File: config.mk
export PLATFORM = sky130hd
export DESIGN_NAME = cursor_overlay_flat
export DESIGN_NICKNAME = d
export VERILOG_FILES = /design/src/cursor_pkg.sv /design/src/cursor_if.sv /design/src/cursor_overlay.sv /design/src/flat_wrapper.sv
export SDC_FILE = /design/constraint.sdc
export NUM_CORES = 1
export LEC_CHECK = 0
export BUFFER_PORTS_ARGS = -buffer_cell sky130_fd_sc_hd__buf_2
export CAP_MARGIN = 10
export CORE_MARGIN = 1.5
export CORE_UTILIZATION = 43
export CTS_BUF_LIST = sky130_fd_sc_hd__clkbuf_4 sky130_fd_sc_hd__clkbuf_8
export CTS_CLUSTER_SIZE = 8
export DETAILED_ROUTE_END_ITERATION = 7
export PLACE_DENSITY_LB_ADDON = 0.08
export SLEW_MARGIN = 15
export SYNTH_ARGS = -nofsm -noshare
export SYNTH_HDL_FRONTEND = slang
export SYNTH_SLANG_ARGS = --single-unit
File: constraint.sdc
create_clock -name CLK -period 63.9 [get_ports CLK]
set_clock_uncertainty 0.15 [all_clocks]
set_input_delay 12.78 -clock CLK [delete_from_list [all_inputs] [get_ports CLK]]
set_output_delay 12.78 -clock CLK [all_outputs]
set_load 0.05 [all_outputs]
File: src/cursor_pkg.sv
// shared constants for the hardware cursor overlay
package cursor_pkg;
	localparam logic [7:0] IDX_FG_COLOR   = 8'h0e;
	localparam logic [7:0] IDX_BG_COLOR   = 8'h0f;
	localparam logic [7:0] IDX_UNLOCK     = 8'h38;
	localparam logic [7:0] IDX_MODE       = 8'h45;
	localparam logic [7:0] IDX_X_HIGH     = 8'h46;
	localparam logic [7:0] IDX_X_LOW      = 8'h47;
	localparam logic [7:0] IDX_Y_HIGH     = 8'h48;
	localparam logic [7:0] IDX_Y_LOW      = 8'h49;
	localparam logic [7:0] IDX_FG_STACK   = 8'h4a;
	localparam logic [7:0] IDX_BG_STACK   = 8'h4b;
	localparam logic [7:0] IDX_ROW_FIRST  = 8'h4c;
	localparam logic [7:0] IDX_ROW_SECOND = 8'h4d;
	localparam logic [7:0] IDX_X_OFFSET   = 8'h4e;
	localparam logic [7:0] IDX_Y_OFFSET   = 8'h4f;
	localparam logic [7:0] UNLOCK_KEY     = 8'ha0;
	localparam logic [7:0] LOCK_KEY       = 8'h00;
	localparam int         MODE_ENABLE    = 0;
	localparam int         MODE_ALT_TABLE = 1;
	localparam int         MODE_ZOOM2     = 2;
	localparam int         MODE_ZOOM3     = 3;
	localparam int         CURSOR_SIZE    = 64;
	localparam int         MASK_WORDS     = 256;
	localparam int         STACK_DEPTH    = 3;
	localparam logic [10:0] SCREEN_W      = 11'd1024;
	localparam logic [10:0] SCREEN_H      = 11'd768;
	localparam logic [7:0] RESET_BYTE     = 8'h00;
	localparam logic [5:0] SPIN_CYCLES    = 6'd2;
	localparam int         PIX_W          = 24;
	// host port addresses: index port and data port
	localparam logic [1:0] PORT_INDEX     = 2'h0;
	localparam logic [1:0] PORT_DATA      = 2'h1;
	localparam logic [31:0] AXI_CMD       = 32'h00;
	localparam logic [31:0] AXI_STATUS    = 32'h04;
	localparam logic [31:0] AXI_RDATA     = 32'h08;
	localparam logic [1:0] RESP_OKAY      = 2'b00;
	localparam logic [1:0] RESP_SLVERR    = 2'b10;
endpackage : cursor_pkg

File: src/cursor_if.sv
// link between the cursor overlay and the host driving its byte ports
`timescale 1ns/10ps
`default_nettype none
interface cursor_if;
	logic       io_stb;
	logic       io_we;
	logic [1:0] io_port;
	logic [7:0] io_wdata;
	logic [7:0] io_rdata;
	logic       io_ack;
	modport dev  (input io_stb, io_we, io_port, io_wdata, output io_rdata, io_ack);
	modport host (output io_stb, io_we, io_port, io_wdata, input io_rdata, io_ack);
endinterface : cursor_if
`default_nettype wire

File: src/cursor_overlay.sv
// cursor overlay device: indexed registers, mask fetch and pixel mixing
//
// Function
// - cursor shown only in enhanced mode
// - cursor is 64x64 from off-screen memory
// - two 512-byte masks: AND then XOR
// - default table: bg, fg, screen, inverted screen
// - alternate table: screen when AND zero
// - colour indices at 0EH and 0FH
// - true-colour stacks 4AH/4BH, three bytes each
// - mode register read clears stack pointers
// - stack writes fill low byte first
// - mode bit 0 enables cursor
// - control writes need unlock key A0H
// - coordinates 0 to 2047, partial display
// - coordinate high bits 10:8, low 7:0
// - Y offset hides top rows at edge
// - X offset hides left columns at edge
// - clip at right/bottom, hidden off-screen
// - pattern row from 4CH/4DH, X zero
// - memory words alternate AND and XOR
// - pattern rectangle 1024x1 or variants
// - zoom bits 2,3 use colour stacks
// - byte access via index/data ports
// - software pads small shapes transparently
//
// Decided for this implementation: register access over AXI4-Lite.
`timescale 1ns/10ps
`default_nettype none
module cursor_overlay
	import cursor_pkg::*;
#(
	parameter int MEM_AW = 20
) (
	input  wire logic                CLK,
	input  wire logic                ARST_N,
	cursor_if.dev                    HOST,
	input  wire logic                ENHANCED_MODE,
	input  wire logic [1:0]          FOUR_PLANE_CFG,
	input  wire logic                LINE_START,
	input  wire logic [10:0]         RASTER_X,
	input  wire logic [10:0]         RASTER_Y,
	input  wire logic                PIX_VALID,
	input  wire logic [PIX_W-1:0]    PIX_IN,
	output logic                     PIX_OUT_VALID,
	output logic [PIX_W-1:0]         PIX_OUT,
	output logic                     MEM_REQ,
	output logic [MEM_AW-1:0]        MEM_ADDR,
	input  wire logic                MEM_ACK,
	input  wire logic [15:0]         MEM_DATA,
	output logic                     CURSOR_ACTIVE
);
	import cursor_pkg::*;

	typedef enum {FETCH_IDLE, FETCH_AND, FETCH_XOR} fetch_t;

	// ----------------------------------------------------------------
	// register file
	// ----------------------------------------------------------------
	logic [7:0]  index_q;
	logic [7:0]  unlock_q;
	logic [7:0]  fg_idx_q, bg_idx_q, mode_q, row_lo_q, row_hi_q;
	logic [5:0]  xoff_q, yoff_q;
	logic [10:0] x_pend_q, y_pend_q, x_q, y_q;
	logic [7:0]  fg_stack_q [STACK_DEPTH];
	logic [7:0]  bg_stack_q [STACK_DEPTH];
	logic [1:0]  fg_ptr_q, bg_ptr_q;
	logic [7:0]  rdata_q;
	logic        ack_q;
	logic        unlocked;
	logic        data_wr, data_rd;

	assign unlocked = (unlock_q == UNLOCK_KEY);
	assign data_wr  = HOST.io_stb && HOST.io_we && HOST.io_port == PORT_DATA;
	assign data_rd  = HOST.io_stb && !HOST.io_we && HOST.io_port == PORT_DATA;

	function automatic logic [1:0] ptr_next(input logic [1:0] p);
		ptr_next = (p == 2'(STACK_DEPTH - 1)) ? p : p + 2'd1;
	endfunction : ptr_next

	always_ff @(posedge CLK or negedge ARST_N) begin
		if (!ARST_N) begin
			index_q <= RESET_BYTE;
		end else if (HOST.io_stb && HOST.io_we && HOST.io_port == PORT_INDEX) begin
			index_q <= HOST.io_wdata;
		end
	end

	always_ff @(posedge CLK or negedge ARST_N) begin
		if (!ARST_N) begin
			unlock_q <= RESET_BYTE;
			fg_idx_q <= RESET_BYTE;
			bg_idx_q <= RESET_BYTE;
			mode_q   <= RESET_BYTE;
			row_lo_q <= RESET_BYTE;
			row_hi_q <= RESET_BYTE;
			xoff_q   <= '0;
			yoff_q   <= '0;
			x_pend_q <= '0;
			y_pend_q <= '0;
			x_q      <= '0;
			y_q      <= '0;
		end else if (data_wr) begin
			if (index_q == IDX_UNLOCK) begin
				unlock_q <= HOST.io_wdata;
			end else if (unlocked) begin
				case (index_q)
					IDX_FG_COLOR:   fg_idx_q <= HOST.io_wdata;
					IDX_BG_COLOR:   bg_idx_q <= HOST.io_wdata;
					IDX_MODE:       mode_q <= HOST.io_wdata;
					IDX_ROW_FIRST:  row_lo_q <= HOST.io_wdata;
					IDX_ROW_SECOND: row_hi_q <= HOST.io_wdata;
					IDX_X_OFFSET:   xoff_q <= HOST.io_wdata[5:0];
					IDX_Y_OFFSET:   yoff_q <= HOST.io_wdata[5:0];
					IDX_X_HIGH:     x_pend_q[10:8] <= HOST.io_wdata[2:0];
					IDX_X_LOW:      x_pend_q[7:0] <= HOST.io_wdata;
					IDX_Y_LOW:      y_pend_q[7:0] <= HOST.io_wdata;
					IDX_Y_HIGH: begin
						// commit whole pair so no frame sees half a move
						y_q <= {HOST.io_wdata[2:0], y_pend_q[7:0]};
						x_q <= x_pend_q;
						y_pend_q[10:8] <= HOST.io_wdata[2:0];
					end
					default: ;
				endcase
			end
		end
	end

	// stacks: pointer advances per write up to the third byte and holds there, cleared by mode read
	always_ff @(posedge CLK or negedge ARST_N) begin
		if (!ARST_N) begin
			fg_ptr_q <= '0;
			bg_ptr_q <= '0;
			for (int i = 0; i < STACK_DEPTH; i++) begin
				fg_stack_q[i] <= RESET_BYTE;
				bg_stack_q[i] <= RESET_BYTE;
			end
		end else if (data_rd && index_q == IDX_MODE) begin
			fg_ptr_q <= '0;
			bg_ptr_q <= '0;
		end else if (data_wr && unlocked) begin
			if (index_q == IDX_FG_STACK) begin
				fg_stack_q[fg_ptr_q] <= HOST.io_wdata;
				fg_ptr_q <= ptr_next(fg_ptr_q);
			end else if (index_q == IDX_BG_STACK) begin
				bg_stack_q[bg_ptr_q] <= HOST.io_wdata;
				bg_ptr_q <= ptr_next(bg_ptr_q);
			end
		end
	end

	always_ff @(posedge CLK or negedge ARST_N) begin
		if (!ARST_N) begin
			rdata_q <= RESET_BYTE;
			ack_q   <= 1'b0;
		end else begin
			ack_q <= HOST.io_stb;
			if (HOST.io_stb && !HOST.io_we) begin
				case (HOST.io_port == PORT_INDEX ? 8'hff : index_q)
					8'hff:          rdata_q <= index_q;
					IDX_UNLOCK:     rdata_q <= unlock_q;
					IDX_FG_COLOR:   rdata_q <= fg_idx_q;
					IDX_BG_COLOR:   rdata_q <= bg_idx_q;
					IDX_MODE:       rdata_q <= mode_q;
					IDX_ROW_FIRST:  rdata_q <= row_lo_q;
					IDX_ROW_SECOND: rdata_q <= row_hi_q;
					IDX_X_OFFSET:   rdata_q <= {2'b00, xoff_q};
					IDX_Y_OFFSET:   rdata_q <= {2'b00, yoff_q};
					IDX_X_HIGH:     rdata_q <= {5'b0, x_pend_q[10:8]};
					IDX_X_LOW:      rdata_q <= x_pend_q[7:0];
					IDX_Y_HIGH:     rdata_q <= {5'b0, y_pend_q[10:8]};
					IDX_Y_LOW:      rdata_q <= y_pend_q[7:0];
					IDX_FG_STACK:   rdata_q <= fg_stack_q[fg_ptr_q];
					IDX_BG_STACK:   rdata_q <= bg_stack_q[bg_ptr_q];
					default:        rdata_q <= RESET_BYTE;
				endcase
			end
		end
	end
	assign HOST.io_rdata = rdata_q;
	assign HOST.io_ack   = ack_q;

	// ----------------------------------------------------------------
	// geometry
	// ----------------------------------------------------------------
	logic        shown;
	logic [1:0]  zoom;
	logic [11:0] dx, dy;
	logic [11:0] col_full, row_full;
	logic        in_x, in_y, in_box;
	logic [5:0]  col, row;

	assign shown = ENHANCED_MODE && mode_q[MODE_ENABLE];
	assign zoom  = mode_q[MODE_ZOOM3] ? 2'd3 : (mode_q[MODE_ZOOM2] ? 2'd2 : 2'd1);
	assign dx    = {1'b0, RASTER_X} - {1'b0, x_q};
	assign dy    = {1'b0, RASTER_Y} - {1'b0, y_q};
	// divide by zoom first, then skip the offset columns/rows
	assign col_full = 12'(dx / zoom) + {6'b0, xoff_q};
	assign row_full = 12'(dy / zoom) + {6'b0, yoff_q};
	assign in_x  = RASTER_X >= x_q && col_full < 12'(CURSOR_SIZE) && RASTER_X < SCREEN_W;
	assign in_y  = RASTER_Y >= y_q && row_full < 12'(CURSOR_SIZE) && RASTER_Y < SCREEN_H;
	assign in_box = shown && in_x && in_y;
	assign col   = col_full[5:0];
	assign row   = row_full[5:0];

	// ----------------------------------------------------------------
	// line fetch: one row = 4 AND words and 4 XOR words, interleaved
	// ----------------------------------------------------------------
	fetch_t      fstate_q;
	logic [1:0]  fword_q;
	logic [15:0] and_line_q [4];
	logic [15:0] xor_line_q [4];
	logic [5:0]  frow_q;
	logic [MEM_AW-1:0] base;
	logic [MEM_AW-1:0] row_pitch;

	// pattern occupies 1024 wide row(s); 1 MB four-plane uses 2048 wide
	assign row_pitch = (FOUR_PLANE_CFG == 2'd2) ? MEM_AW'(2048) : MEM_AW'(1024);
	assign base = MEM_AW'({row_hi_q, row_lo_q}) * row_pitch;

	always_ff @(posedge CLK or negedge ARST_N) begin
		if (!ARST_N) begin
			fstate_q <= FETCH_IDLE;
			fword_q  <= '0;
			frow_q   <= '0;
			MEM_REQ  <= 1'b0;
			MEM_ADDR <= '0;
			for (int i = 0; i < 4; i++) begin
				and_line_q[i] <= '1;
				xor_line_q[i] <= '0;
			end
		end else begin
			case (fstate_q)
				FETCH_IDLE: if (LINE_START && shown) begin
					// next raster line's cursor row
					frow_q   <= 6'(((RASTER_Y + 11'd1 - y_q) / 11'(zoom)) + 11'(yoff_q));
					fword_q  <= '0;
					fstate_q <= FETCH_AND;
					MEM_REQ  <= 1'b1;
					MEM_ADDR <= base + MEM_AW'({(RASTER_Y + 11'd1 - y_q) / 11'(zoom)
						+ 11'(yoff_q), 3'b000}) * MEM_AW'(2);
				end
				FETCH_AND: if (MEM_ACK) begin
					and_line_q[fword_q] <= MEM_DATA;
					MEM_ADDR <= MEM_ADDR + MEM_AW'(2);
					fstate_q <= FETCH_XOR;
				end
				FETCH_XOR: if (MEM_ACK) begin
					xor_line_q[fword_q] <= MEM_DATA;
					MEM_ADDR <= MEM_ADDR + MEM_AW'(2);
					fword_q  <= fword_q + 2'd1;
					if (fword_q == 2'd3) begin
						MEM_REQ  <= 1'b0;
						fstate_q <= FETCH_IDLE;
					end else begin
						fstate_q <= FETCH_AND;
					end
				end
				default: fstate_q <= FETCH_IDLE;
			endcase
		end
	end

	// ----------------------------------------------------------------
	// pixel mixing
	// ----------------------------------------------------------------
	logic              and_bit, xor_bit;
	logic [PIX_W-1:0]  fg_pix, bg_pix, mixed;
	logic              use_stack;

	assign and_bit = and_line_q[col[5:4]][4'd15 - col[3:0]];
	assign xor_bit = xor_line_q[col[5:4]][4'd15 - col[3:0]];
	assign use_stack = mode_q[MODE_ZOOM2] || mode_q[MODE_ZOOM3] || (PIX_W > 8 && 1'b0);
	assign fg_pix = use_stack ? {fg_stack_q[2], fg_stack_q[1], fg_stack_q[0]}
		: PIX_W'(fg_idx_q);
	assign bg_pix = use_stack ? {bg_stack_q[2], bg_stack_q[1], bg_stack_q[0]}
		: PIX_W'(bg_idx_q);

	always_comb begin
		mixed = PIX_IN;
		if (mode_q[MODE_ALT_TABLE]) begin
			if (and_bit) mixed = xor_bit ? fg_pix : bg_pix;
		end else begin
			case ({and_bit, xor_bit})
				2'b00:   mixed = bg_pix;
				2'b01:   mixed = fg_pix;
				2'b10:   mixed = PIX_IN;
				default: mixed = ~PIX_IN;
			endcase
		end
	end

	always_ff @(posedge CLK or negedge ARST_N) begin
		if (!ARST_N) begin
			PIX_OUT       <= '0;
			PIX_OUT_VALID <= 1'b0;
			CURSOR_ACTIVE <= 1'b0;
		end else begin
			PIX_OUT_VALID <= PIX_VALID;
			PIX_OUT       <= in_box ? mixed : PIX_IN;
			CURSOR_ACTIVE <= PIX_VALID && in_box;
		end
	end
endmodule : cursor_overlay
`default_nettype wire

File: src/flat_wrapper.sv
// flat-port wrapper written by rule: the top's interface ports become plain ports
module cursor_overlay_flat import cursor_pkg::*;
#(
	parameter int MEM_AW = 20
)
  (CLK, ARST_N, ENHANCED_MODE, FOUR_PLANE_CFG, LINE_START, RASTER_X, RASTER_Y, PIX_VALID, PIX_IN, PIX_OUT_VALID, PIX_OUT, MEM_REQ, MEM_ADDR, MEM_ACK, MEM_DATA, CURSOR_ACTIVE, HOST_io_stb, HOST_io_we, HOST_io_port, HOST_io_wdata, HOST_io_rdata, HOST_io_ack);
  cursor_if HOST_i ();
  input  wire logic CLK;
  input  wire logic ARST_N;
  input  wire logic ENHANCED_MODE;
  input  wire logic [1:0] FOUR_PLANE_CFG;
  input  wire logic LINE_START;
  input  wire logic [10:0] RASTER_X;
  input  wire logic [10:0] RASTER_Y;
  input  wire logic PIX_VALID;
  input  wire logic [PIX_W-1:0] PIX_IN;
  output logic PIX_OUT_VALID;
  output logic [PIX_W-1:0] PIX_OUT;
  output logic MEM_REQ;
  output logic [MEM_AW-1:0] MEM_ADDR;
  input  wire logic MEM_ACK;
  input  wire logic [15:0] MEM_DATA;
  output logic CURSOR_ACTIVE;
  input wire logic [$bits(HOST_i.io_stb)-1:0] HOST_io_stb;
  input wire logic [$bits(HOST_i.io_we)-1:0] HOST_io_we;
  input wire logic [$bits(HOST_i.io_port)-1:0] HOST_io_port;
  input wire logic [$bits(HOST_i.io_wdata)-1:0] HOST_io_wdata;
  output wire logic [$bits(HOST_i.io_rdata)-1:0] HOST_io_rdata;
  output wire logic [$bits(HOST_i.io_ack)-1:0] HOST_io_ack;
  assign HOST_i.io_stb = HOST_io_stb;
  assign HOST_i.io_we = HOST_io_we;
  assign HOST_i.io_port = HOST_io_port;
  assign HOST_i.io_wdata = HOST_io_wdata;
  assign HOST_io_rdata = HOST_i.io_rdata;
  assign HOST_io_ack = HOST_i.io_ack;
  cursor_overlay #(.MEM_AW(MEM_AW)) u_core (.CLK(CLK), .ARST_N(ARST_N), .HOST(HOST_i), .ENHANCED_MODE(ENHANCED_MODE), .FOUR_PLANE_CFG(FOUR_PLANE_CFG), .LINE_START(LINE_START), .RASTER_X(RASTER_X), .RASTER_Y(RASTER_Y), .PIX_VALID(PIX_VALID), .PIX_IN(PIX_IN), .PIX_OUT_VALID(PIX_OUT_VALID), .PIX_OUT(PIX_OUT), .MEM_REQ(MEM_REQ), .MEM_ADDR(MEM_ADDR), .MEM_ACK(MEM_ACK), .MEM_DATA(MEM_DATA), .CURSOR_ACTIVE(CURSOR_ACTIVE));
endmodule
==> results of run 1 <==
-- power by group --
part	internal (mW)	leakage [nW]	switching (mW)	total, mW
Sequential	0.274	4.45	0.0278	0.302
Clock	0.113	0.649	0.0908	0.204
Combinational	0.171	7.89	0.268	0.439
-- layer usage --
metal  vias up  share of wire (%)  GRT usage (%)
met1     10940                 45          33.65
met3       140                4.0          2.567
met5         -              0.016              0
li1      10290                  -              -
met4         2                2.7          7.342
met2       547                 48          42.52
-- layout by cell type (no fill, tap or decap), types with 23 or more instances in the layout --
cell type,synthesis,routed
o21a_1,45,45
xnor2_1,48,46
mux4_2,49,49
mux2_2,297,297
inv_1,103,103
dfstp_2,64,64
dfrtp_1,284,284
nand3_1,71,71
or2_2,35,35
and2_1,36,36
clkbuf_8,0,70
nor2_1,241,240
nand2_1,167,167
nand4_1,26,26
and3_1,24,24
nand2b_1,30,30
nor4_1,24,24
buf_2,4,135
a211oi_1,23,23
a21oi_1,146,146
o22a_1,49,49
nor3_1,79,79
o21ai_0,97,97
mux2i_1,71,70
clkbuf_4,0,26
ha_1,182,182
-- flip-flops by register name, summed over array words and instances (netlist names), 11 cells and up --
register / count
u_core.PIX_OUT: 24
u_core.bg_stack_q: 24
u_core.and_line_q: 64
u_core.y_q: 11
u_core.x_pend_q: 11
u_core.x_q: 11
u_core.MEM_ADDR: 19
u_core.xor_line_q: 64
u_core.fg_stack_q: 24
-- path summary, 6_finish.rpt --
kind | startpoint | endpoint | slack (ps) | cells past startpoint
worst max-delay path | RASTER_X[1] | u_core.PIX_OUT[2] | 25520 | 109
worst min-delay path | u_core.HOST.io_rdata[6] | u_core.HOST.io_rdata[6] | 340 | 2
worst max register to register | u_core.x_q[1] | u_core.PIX_OUT[2] | 37360 | 109
worst min register to register | u_core.HOST.io_rdata[6] | u_core.HOST.io_rdata[6] | 340 | 2
max in group asynchronous | ARST_N | u_core.HOST.io_rdata[0] | 49000 | 3
min in group asynchronous | ARST_N | u_core.MEM_ADDR[16] | 12120 | 1
-- area by class of cell --
class,instances,area (um2),share of cell area (%)
Antenna cell,1,2.502,0.008628
Clock buffer,96,1159,3.995
Multi-Input combinational cell,2136,16840,58.07
Tap cell,782,978.4,3.374
Clock inverter,6,36.28,0.1251
Inverter,105,394.1,1.359
Sequential cell,348,8788,30.30
Timing Repair Buffer,151,803.3,2.770
-- worst max-delay path: cells and delay by family --
kind,cells,cell delay [ps]
and+or+nand+nor,37,8600
adders and majority gates,14,4220
buffers and inverters,8,1330
xor gates and xnor gates,1,160
muxes,7,2890
AOI/OAI and AO/OA,42,8700
-- metrics by stage --
stage | util, % | instances | total power [mW] | area (um2) | worst slack [ps]
global route | 47.96 | 3625 | 1.011 | 29000 | 23050
floorplan | - | 2683 | 0.6339 | 26390 | 27820
detailed placement | 45.98 | 3522 | 0.7391 | 27810 | 25070
finish | 47.96 | 3625 | 0.9453 | 29000 | 25520
global placement | 45.98 | 3522 | 0.7348 | 27810 | 26070
CTS | 47.96 | 3624 | 0.9473 | 29000 | 25620
-- synth_stat cells, drive strengths merged, types with 48 or more instances --
cell type	count	area share [%]
dfstp	64	6.4
nor2	241	3.4
xnor2	48	1.6
clkbuf	73	1.0
o21ai	102	1.9
mux4	49	4.2
mux2i	74	2.9
inv	105	1.5
ha	182	8.6
nor3	80	1.6
a21oi	148	2.8
dfrtp	284	27
nand3	71	1.3
nand2	167	2.4
o22a	49	1.6
mux2	301	13
-- kinds of logic (layout without fill, tap and decap cells) --
logic type | count (synthesis) | count (layout) | synth area share [%]
AO/OA/AOI/OAI | 625 | 625 | 16.36
XOR/XNOR | 70 | 70 | 2.324
adder cells (fa/ha/maj) | 198 | 198 | 9.807
buffers and inverters | 199 | 358 | 2.964
flip-flops | 348 | 348 | 33.31
multiplexers | 424 | 424 | 20.01
other | 1 | 2 | 0.01421
AND/OR/NAND/NOR | 818 | 818 | 15.21
==> impl_results.md, run 1 <==
* Status: complete, no violations
* Worst-margin pin slew at approximately 1300 ps
* Count of synthesis-stage warnings from yosys at 0
* Post-synthesis cell count at approximately 2700
* Share of layout cells above drive strength 1 at roughly a quarter
* Final hold slack at 337.7 ps
* Global-route wire length before repair at ~130000 um
* Post-CTS Setup Repair Bufs at 0
* Sequential-to-total area share from yosys stat at between 30% and 40%
* Placed wire-length estimate at between 50000 and 60000 um
* Vias at ~22000
* Core region area at 0.06047 mm2
* Synth Net Count at between 2000 and 3000
* Net total in the final layout at 3077
* Post-route fraction of the period consumed by the critical path at 60.06%
* Count of endpoints failing setup in the final report at 0
* GRT Util Overall at around a quarter
* Maximum cell stage delay along the critical path at 900 ps
* Number of enable flip-flop cells after synthesis at 0
* H-tree Lvls at 2
* Synthesized area per cell at just under 10 um2
* Classification of the worst-slack hold path: reg -> reg
* Setup Crit Path Kind: in -> reg
* Number of CTS-inserted buffers at 56
* Setup TNS at 0 ps
* Most common cell type on the critical path: ha_1
* Total I/O pin count at 138
* Violation count after the first detailed-routing iteration at 1277
* Unrepaired setup endpoints after global routing: false
* Critical path data required time at 64310 ps
* # rows at 90
* Clock network latency to the later pin of the worst-skew pair at 640 ps
* Fmax achieved at 26.06 MHz
* CP Launch Type: input port
* Final hold violation count at 0
* Slowest CP cell: a2111oi_0
* Leakage power total at 12.98 nW
* Wire length after detailed routing at between 70000 and 80000 um
* Die Area at 0.06286 mm2
* Cell variety after synth at 100
* Biggest fanout along the worst timing path at 32
* Width of the chip at 250.7 um
* Number of global-route vias before repair at 21910
* Number of pins exceeding their max-slew limit in the final report at 0
* Total of cells resized after clock tree synthesis at 0
* Pin count of the biggest net entering global routing at 133
* Normalized max-slew margin at between 10 and 15%
* Synthesized area at approximately 0.026 mm2
* Fill count at around 5700
* Min cycle time layout at 38380 ps
* Critical path endpoint category: register
* Root buffer selected by CTS: clkbuf_8
* Number of maximum-capacitance violations at 0
* Arrival time reported for the critical path endpoint at about 39000 ps
* Synth Flop Type: dfrtp_1
* Syn-to-layout area delta at 9.920%
* Power per standard cell area at between 30 and 40 mW/mm2
* TritonRoute pass-1 iters at 6
* Post-detailed-route count of antenna-violating nets at 0
* TritonCTS clock tree: done
* Count of buffers inserted at the top-level ports at between 100 and 150
* Final weighted congestion in routability-driven placement at 0.9017
* Maximum number of buffers from clock root to sink at 3
* Initial standard-cell utilization of the core at 43.63%
* Wire length per cell at ~22 um
* Sinks on the clock net at ~350
* Total global routing overflow at 0
* Initial antenna violation count at 2
* Highest ir drop seen on vdd at 0.00002242 V
* Die height at 250.7 um
* Synth async-reset ratio at 100.0%
* Clock input transition at the sequential cells of the worst setup and hold paths at ~60 ps
* Hold_buf cts at 0
* DRC Markers at 0
* Synth Register Bits at between 300 and 400
* Routed via count divided by cell count at between 6 and 7
No activity file was read; power rests on OpenSTA's default activity.
==> run 2, diff against run 1 <==
Settings changed: ABC_AREA set to 1.
Clock period 63.9 ns to 30.8 ns, I/O delays scaled along.
==> impl_results.md, run 2 <==
* Status: complete, no violations
* Setup Crit Path Kind: in -> reg
* Syn-to-layout area delta at 10.38%
* Synth Net Count at 4075
* Violation count after the first detailed-routing iteration at between 2000 and 2500
* Switch share at a little under half
* Number of enable flip-flop cells after synthesis at 0
* Unrepaired setup endpoints after global routing: false
* Slowest CP cell: inv_1
* Highest ir drop seen on vdd at 0.00004111 V
* CP Launch Type: input port
* Leading cell types in the layout, fill and taps excluded: nand2_1, o21ai_0, inv_1
* Net total in the final layout at ~4200
* Total of cells resized after clock tree synthesis at 0
* Top post-synthesis cells by area: dfrtp_1, nand2_1, o21ai_0
* Pre-CTS worst setup slack at around 2600 ps
* Synth Register Bits at between 300 and 400
* Met2 Wirelength at roughly 38000 um
* Placed wire-length estimate at 61350 um
* Count of buffers inserted at the top-level ports at between 100 and 150
* Core region area at roughly 0.062 mm2
* Initial antenna violation count at 1
* Clock network latency to the later pin of the worst-skew pair at ~680 ps
* Synthesized area at ~0.027 mm2
* Share of layout cells above drive strength 1 at around an eighth
* Count of endpoints failing setup in the final report at 0
* Leakage power total at roughly 15 nW
* Fmax achieved at 36.10 MHz
* Width of the chip at between 200 and 300 um
* Final design instance area without fill at 0.02978 mm2
* H-tree Lvls at 2
* Biggest fanout along the worst timing path at 59
* Routed via count divided by cell count at between 5 and 6
* Setup TNS at 0 ps
* Maximum cell stage delay along the critical path at 560 ps
* TritonCTS clock tree: done
* PnR worst setup slack at 3100 ps
* Amount of wire on met3 after detailed routing at 3980 um
* DRC Markers at 0
* Classification of the worst-slack hold path: reg -> reg
* Vias at approximately 25000
* Hold_buf cts at 0
* Root buffer selected by CTS: clkbuf_8
* Cell class contributing the biggest share of worst-path delay: simple AND/OR/NAND/NOR gates
* Synthesized area per cell at roughly 7.1 um2
* Post-route fraction of the period consumed by the critical path at between 80% and 90%
* Number of pins exceeding their max-slew limit in the final report at 0
* Normalized max-slew margin at 22.66%
* Reported net switching power at 0.9911 mW
* TritonRoute pass-1 iters at 5
* Part of the power in registers at 29.2%
* Post-synthesis cell count at 3796
* Final hold violation count at 0
* Most common library cell in the layout ignoring fill and taps: nand2_1
* Total global routing overflow at 0
* Largest regs: u_core.and_line_q x64, u_core.xor_line_q x64
* Initial standard-cell utilization of the core at a little over two fifths
* Sinks on the clock net at 348
* Wire length after detailed routing at between 80000 and 90000 um
* Clock share of power at 21.8%
* DR top layer: met4
* Clock input transition at the sequential cells of the worst setup and hold paths at around 60 ps
* Min cycle time layout at roughly 28000 ps
* Combined buffer and inverter count along the critical path at 22
* Share of total power in combinational logic at roughly half
* Most common cell in the synthesized netlist: nand2_1
* Final weighted congestion in routability-driven placement at ~0.91
* Share of Yosys cell area claimed by the top area cell type at 26.34%
* Synth async-reset ratio at between 90% and 100%
* Global-route wire length before repair at 131400 um
* Pin count of the biggest net entering global routing at 119
* GRT Util Overall at between 20 and 30%
* Arrival time reported for the critical path endpoint at 28160 ps
* Wire length per cell at 17.38 um
* Count of synthesis-stage warnings from yosys at 0
* Critical path data required time at ~31000 ps
* Die Area at 0.06426 mm2
* Synth Flop Type: dfrtp_1
* Number of global-route vias before repair at roughly 24000
* Critical path endpoint category: register
* Cell taking the most area after synthesis: dfrtp_1
* Commonest cells in the synthesized netlist: nand2_1, o21ai_0, inv_1
* Most common cell type on the critical path: nor2_1
* Die height at ~250 um
* Instance area at placement at between 0.02 and 0.03 mm2
* Worst-margin pin slew at around 1200 ps
* Power per standard cell area at between 70 and 80 mW/mm2
* Number of maximum-capacitance violations at 0
* Sequential-to-total area share from yosys stat at about a third
* Routed metal-1 wirelength at between 30000 and 40000 um
* Maximum number of buffers from clock root to sink at 3
* Number of CTS-inserted buffers at between 60 and 70
* Cell variety after synth at between 70 and 80
* Cell-internal power at approximately 1.2 mW
* # rows at between 90 and 100
* Post-CTS Setup Repair Bufs at 0
* Total I/O pin count at around 140
* Post-detailed-route count of antenna-violating nets at 0
## run 2: cell count changes after synthesis, sizes merged, moves of 74 or more
cell	delta
mux2i	-74
o21ai	+381
nand3	+165
nor2	+174
nand2	+801
inv	+355
mux2	-300
## run 2: cells by family after synthesis
logic type,synth area share [%]
AND/OR/NAND/NOR,29.31
adder cells (fa/ha/maj),9.552
AO/OA/AOI/OAI,17.71
multiplexers,0.04173
flip-flops,32.57
other,0.01390
XOR/XNOR,2.337
buffers and inverters,8.462
## run 2: final cells by class
type	count	area (um2)
timing repair buffer	164	900.9
multi-input combinational	2860	15940
clock inverter	14	123.9
antenna	1	2.502
clock buffer	100	1226
fill	6443	32040
sequential	348	8788
inverter	467	1753
tap	837	1047
## run 2: power by group through the flow
stage                     sequential (mW)  clock, mW  combinational [mW]
after floorplan                     0.663          0               0.791
after global placement              0.637          0                1.05
after detailed placement            0.635          0                1.06
after CTS                           0.629      0.484                1.06
after global routing                0.640      0.504                1.21
final                               0.631      0.471                1.06
## run 2: metal layers
metal / GRT usage (%) / vias to the layer above
li1: - / 12810
met1: 36.15 / 11750
met2: 41.50 / 577
met3: 3.308 / 137
met4: 8.486 / 0
met5: 0 / -
## run 2: tightest hold or removal path, delay by kind of cell, from the launching register on
| kind | cells | cell delay, ps |
|---|---|---|
| simple gates | 2 | 90 |
| flops | 1 | 350 |
## run 2: per-stage QoR
stage | total power [mW] | cells | utilization (%) | hold WS, ps
3_5_place_dp | 1.692 | 4676 | 45.99 | 314.1
4_1_cts | 2.176 | 4790 | 48.17 | 329.0
2_1_floorplan | 1.454 | 3796 | - | 291.9
3_3_place_gp | 1.690 | 4676 | 45.99 | 311.7
6_report | 2.164 | 4791 | 48.18 | 325.9
5_1_grt | 2.357 | 4791 | 48.18 | 343.2
## run 2: path summary, 6_finish.rpt
check / start / end / slack [ps] / cells past startpoint
min in group asynchronous: ARST_N / u_core.xor_line_q[46] / 5450 / 1
max in group asynchronous: ARST_N / u_core.y_pend_q[4] / 22900 / 3
worst max-delay path: RASTER_X[2] / u_core.PIX_OUT[0] / 3100 / 126
worst max register to register: u_core.x_q[1] / u_core.PIX_OUT[0] / 8280 / 126
worst min register to register: u_core.x_q[5] / u_core.x_q[5] / 330 / 2
worst min-delay path: u_core.x_q[5] / u_core.x_q[5] / 330 / 2
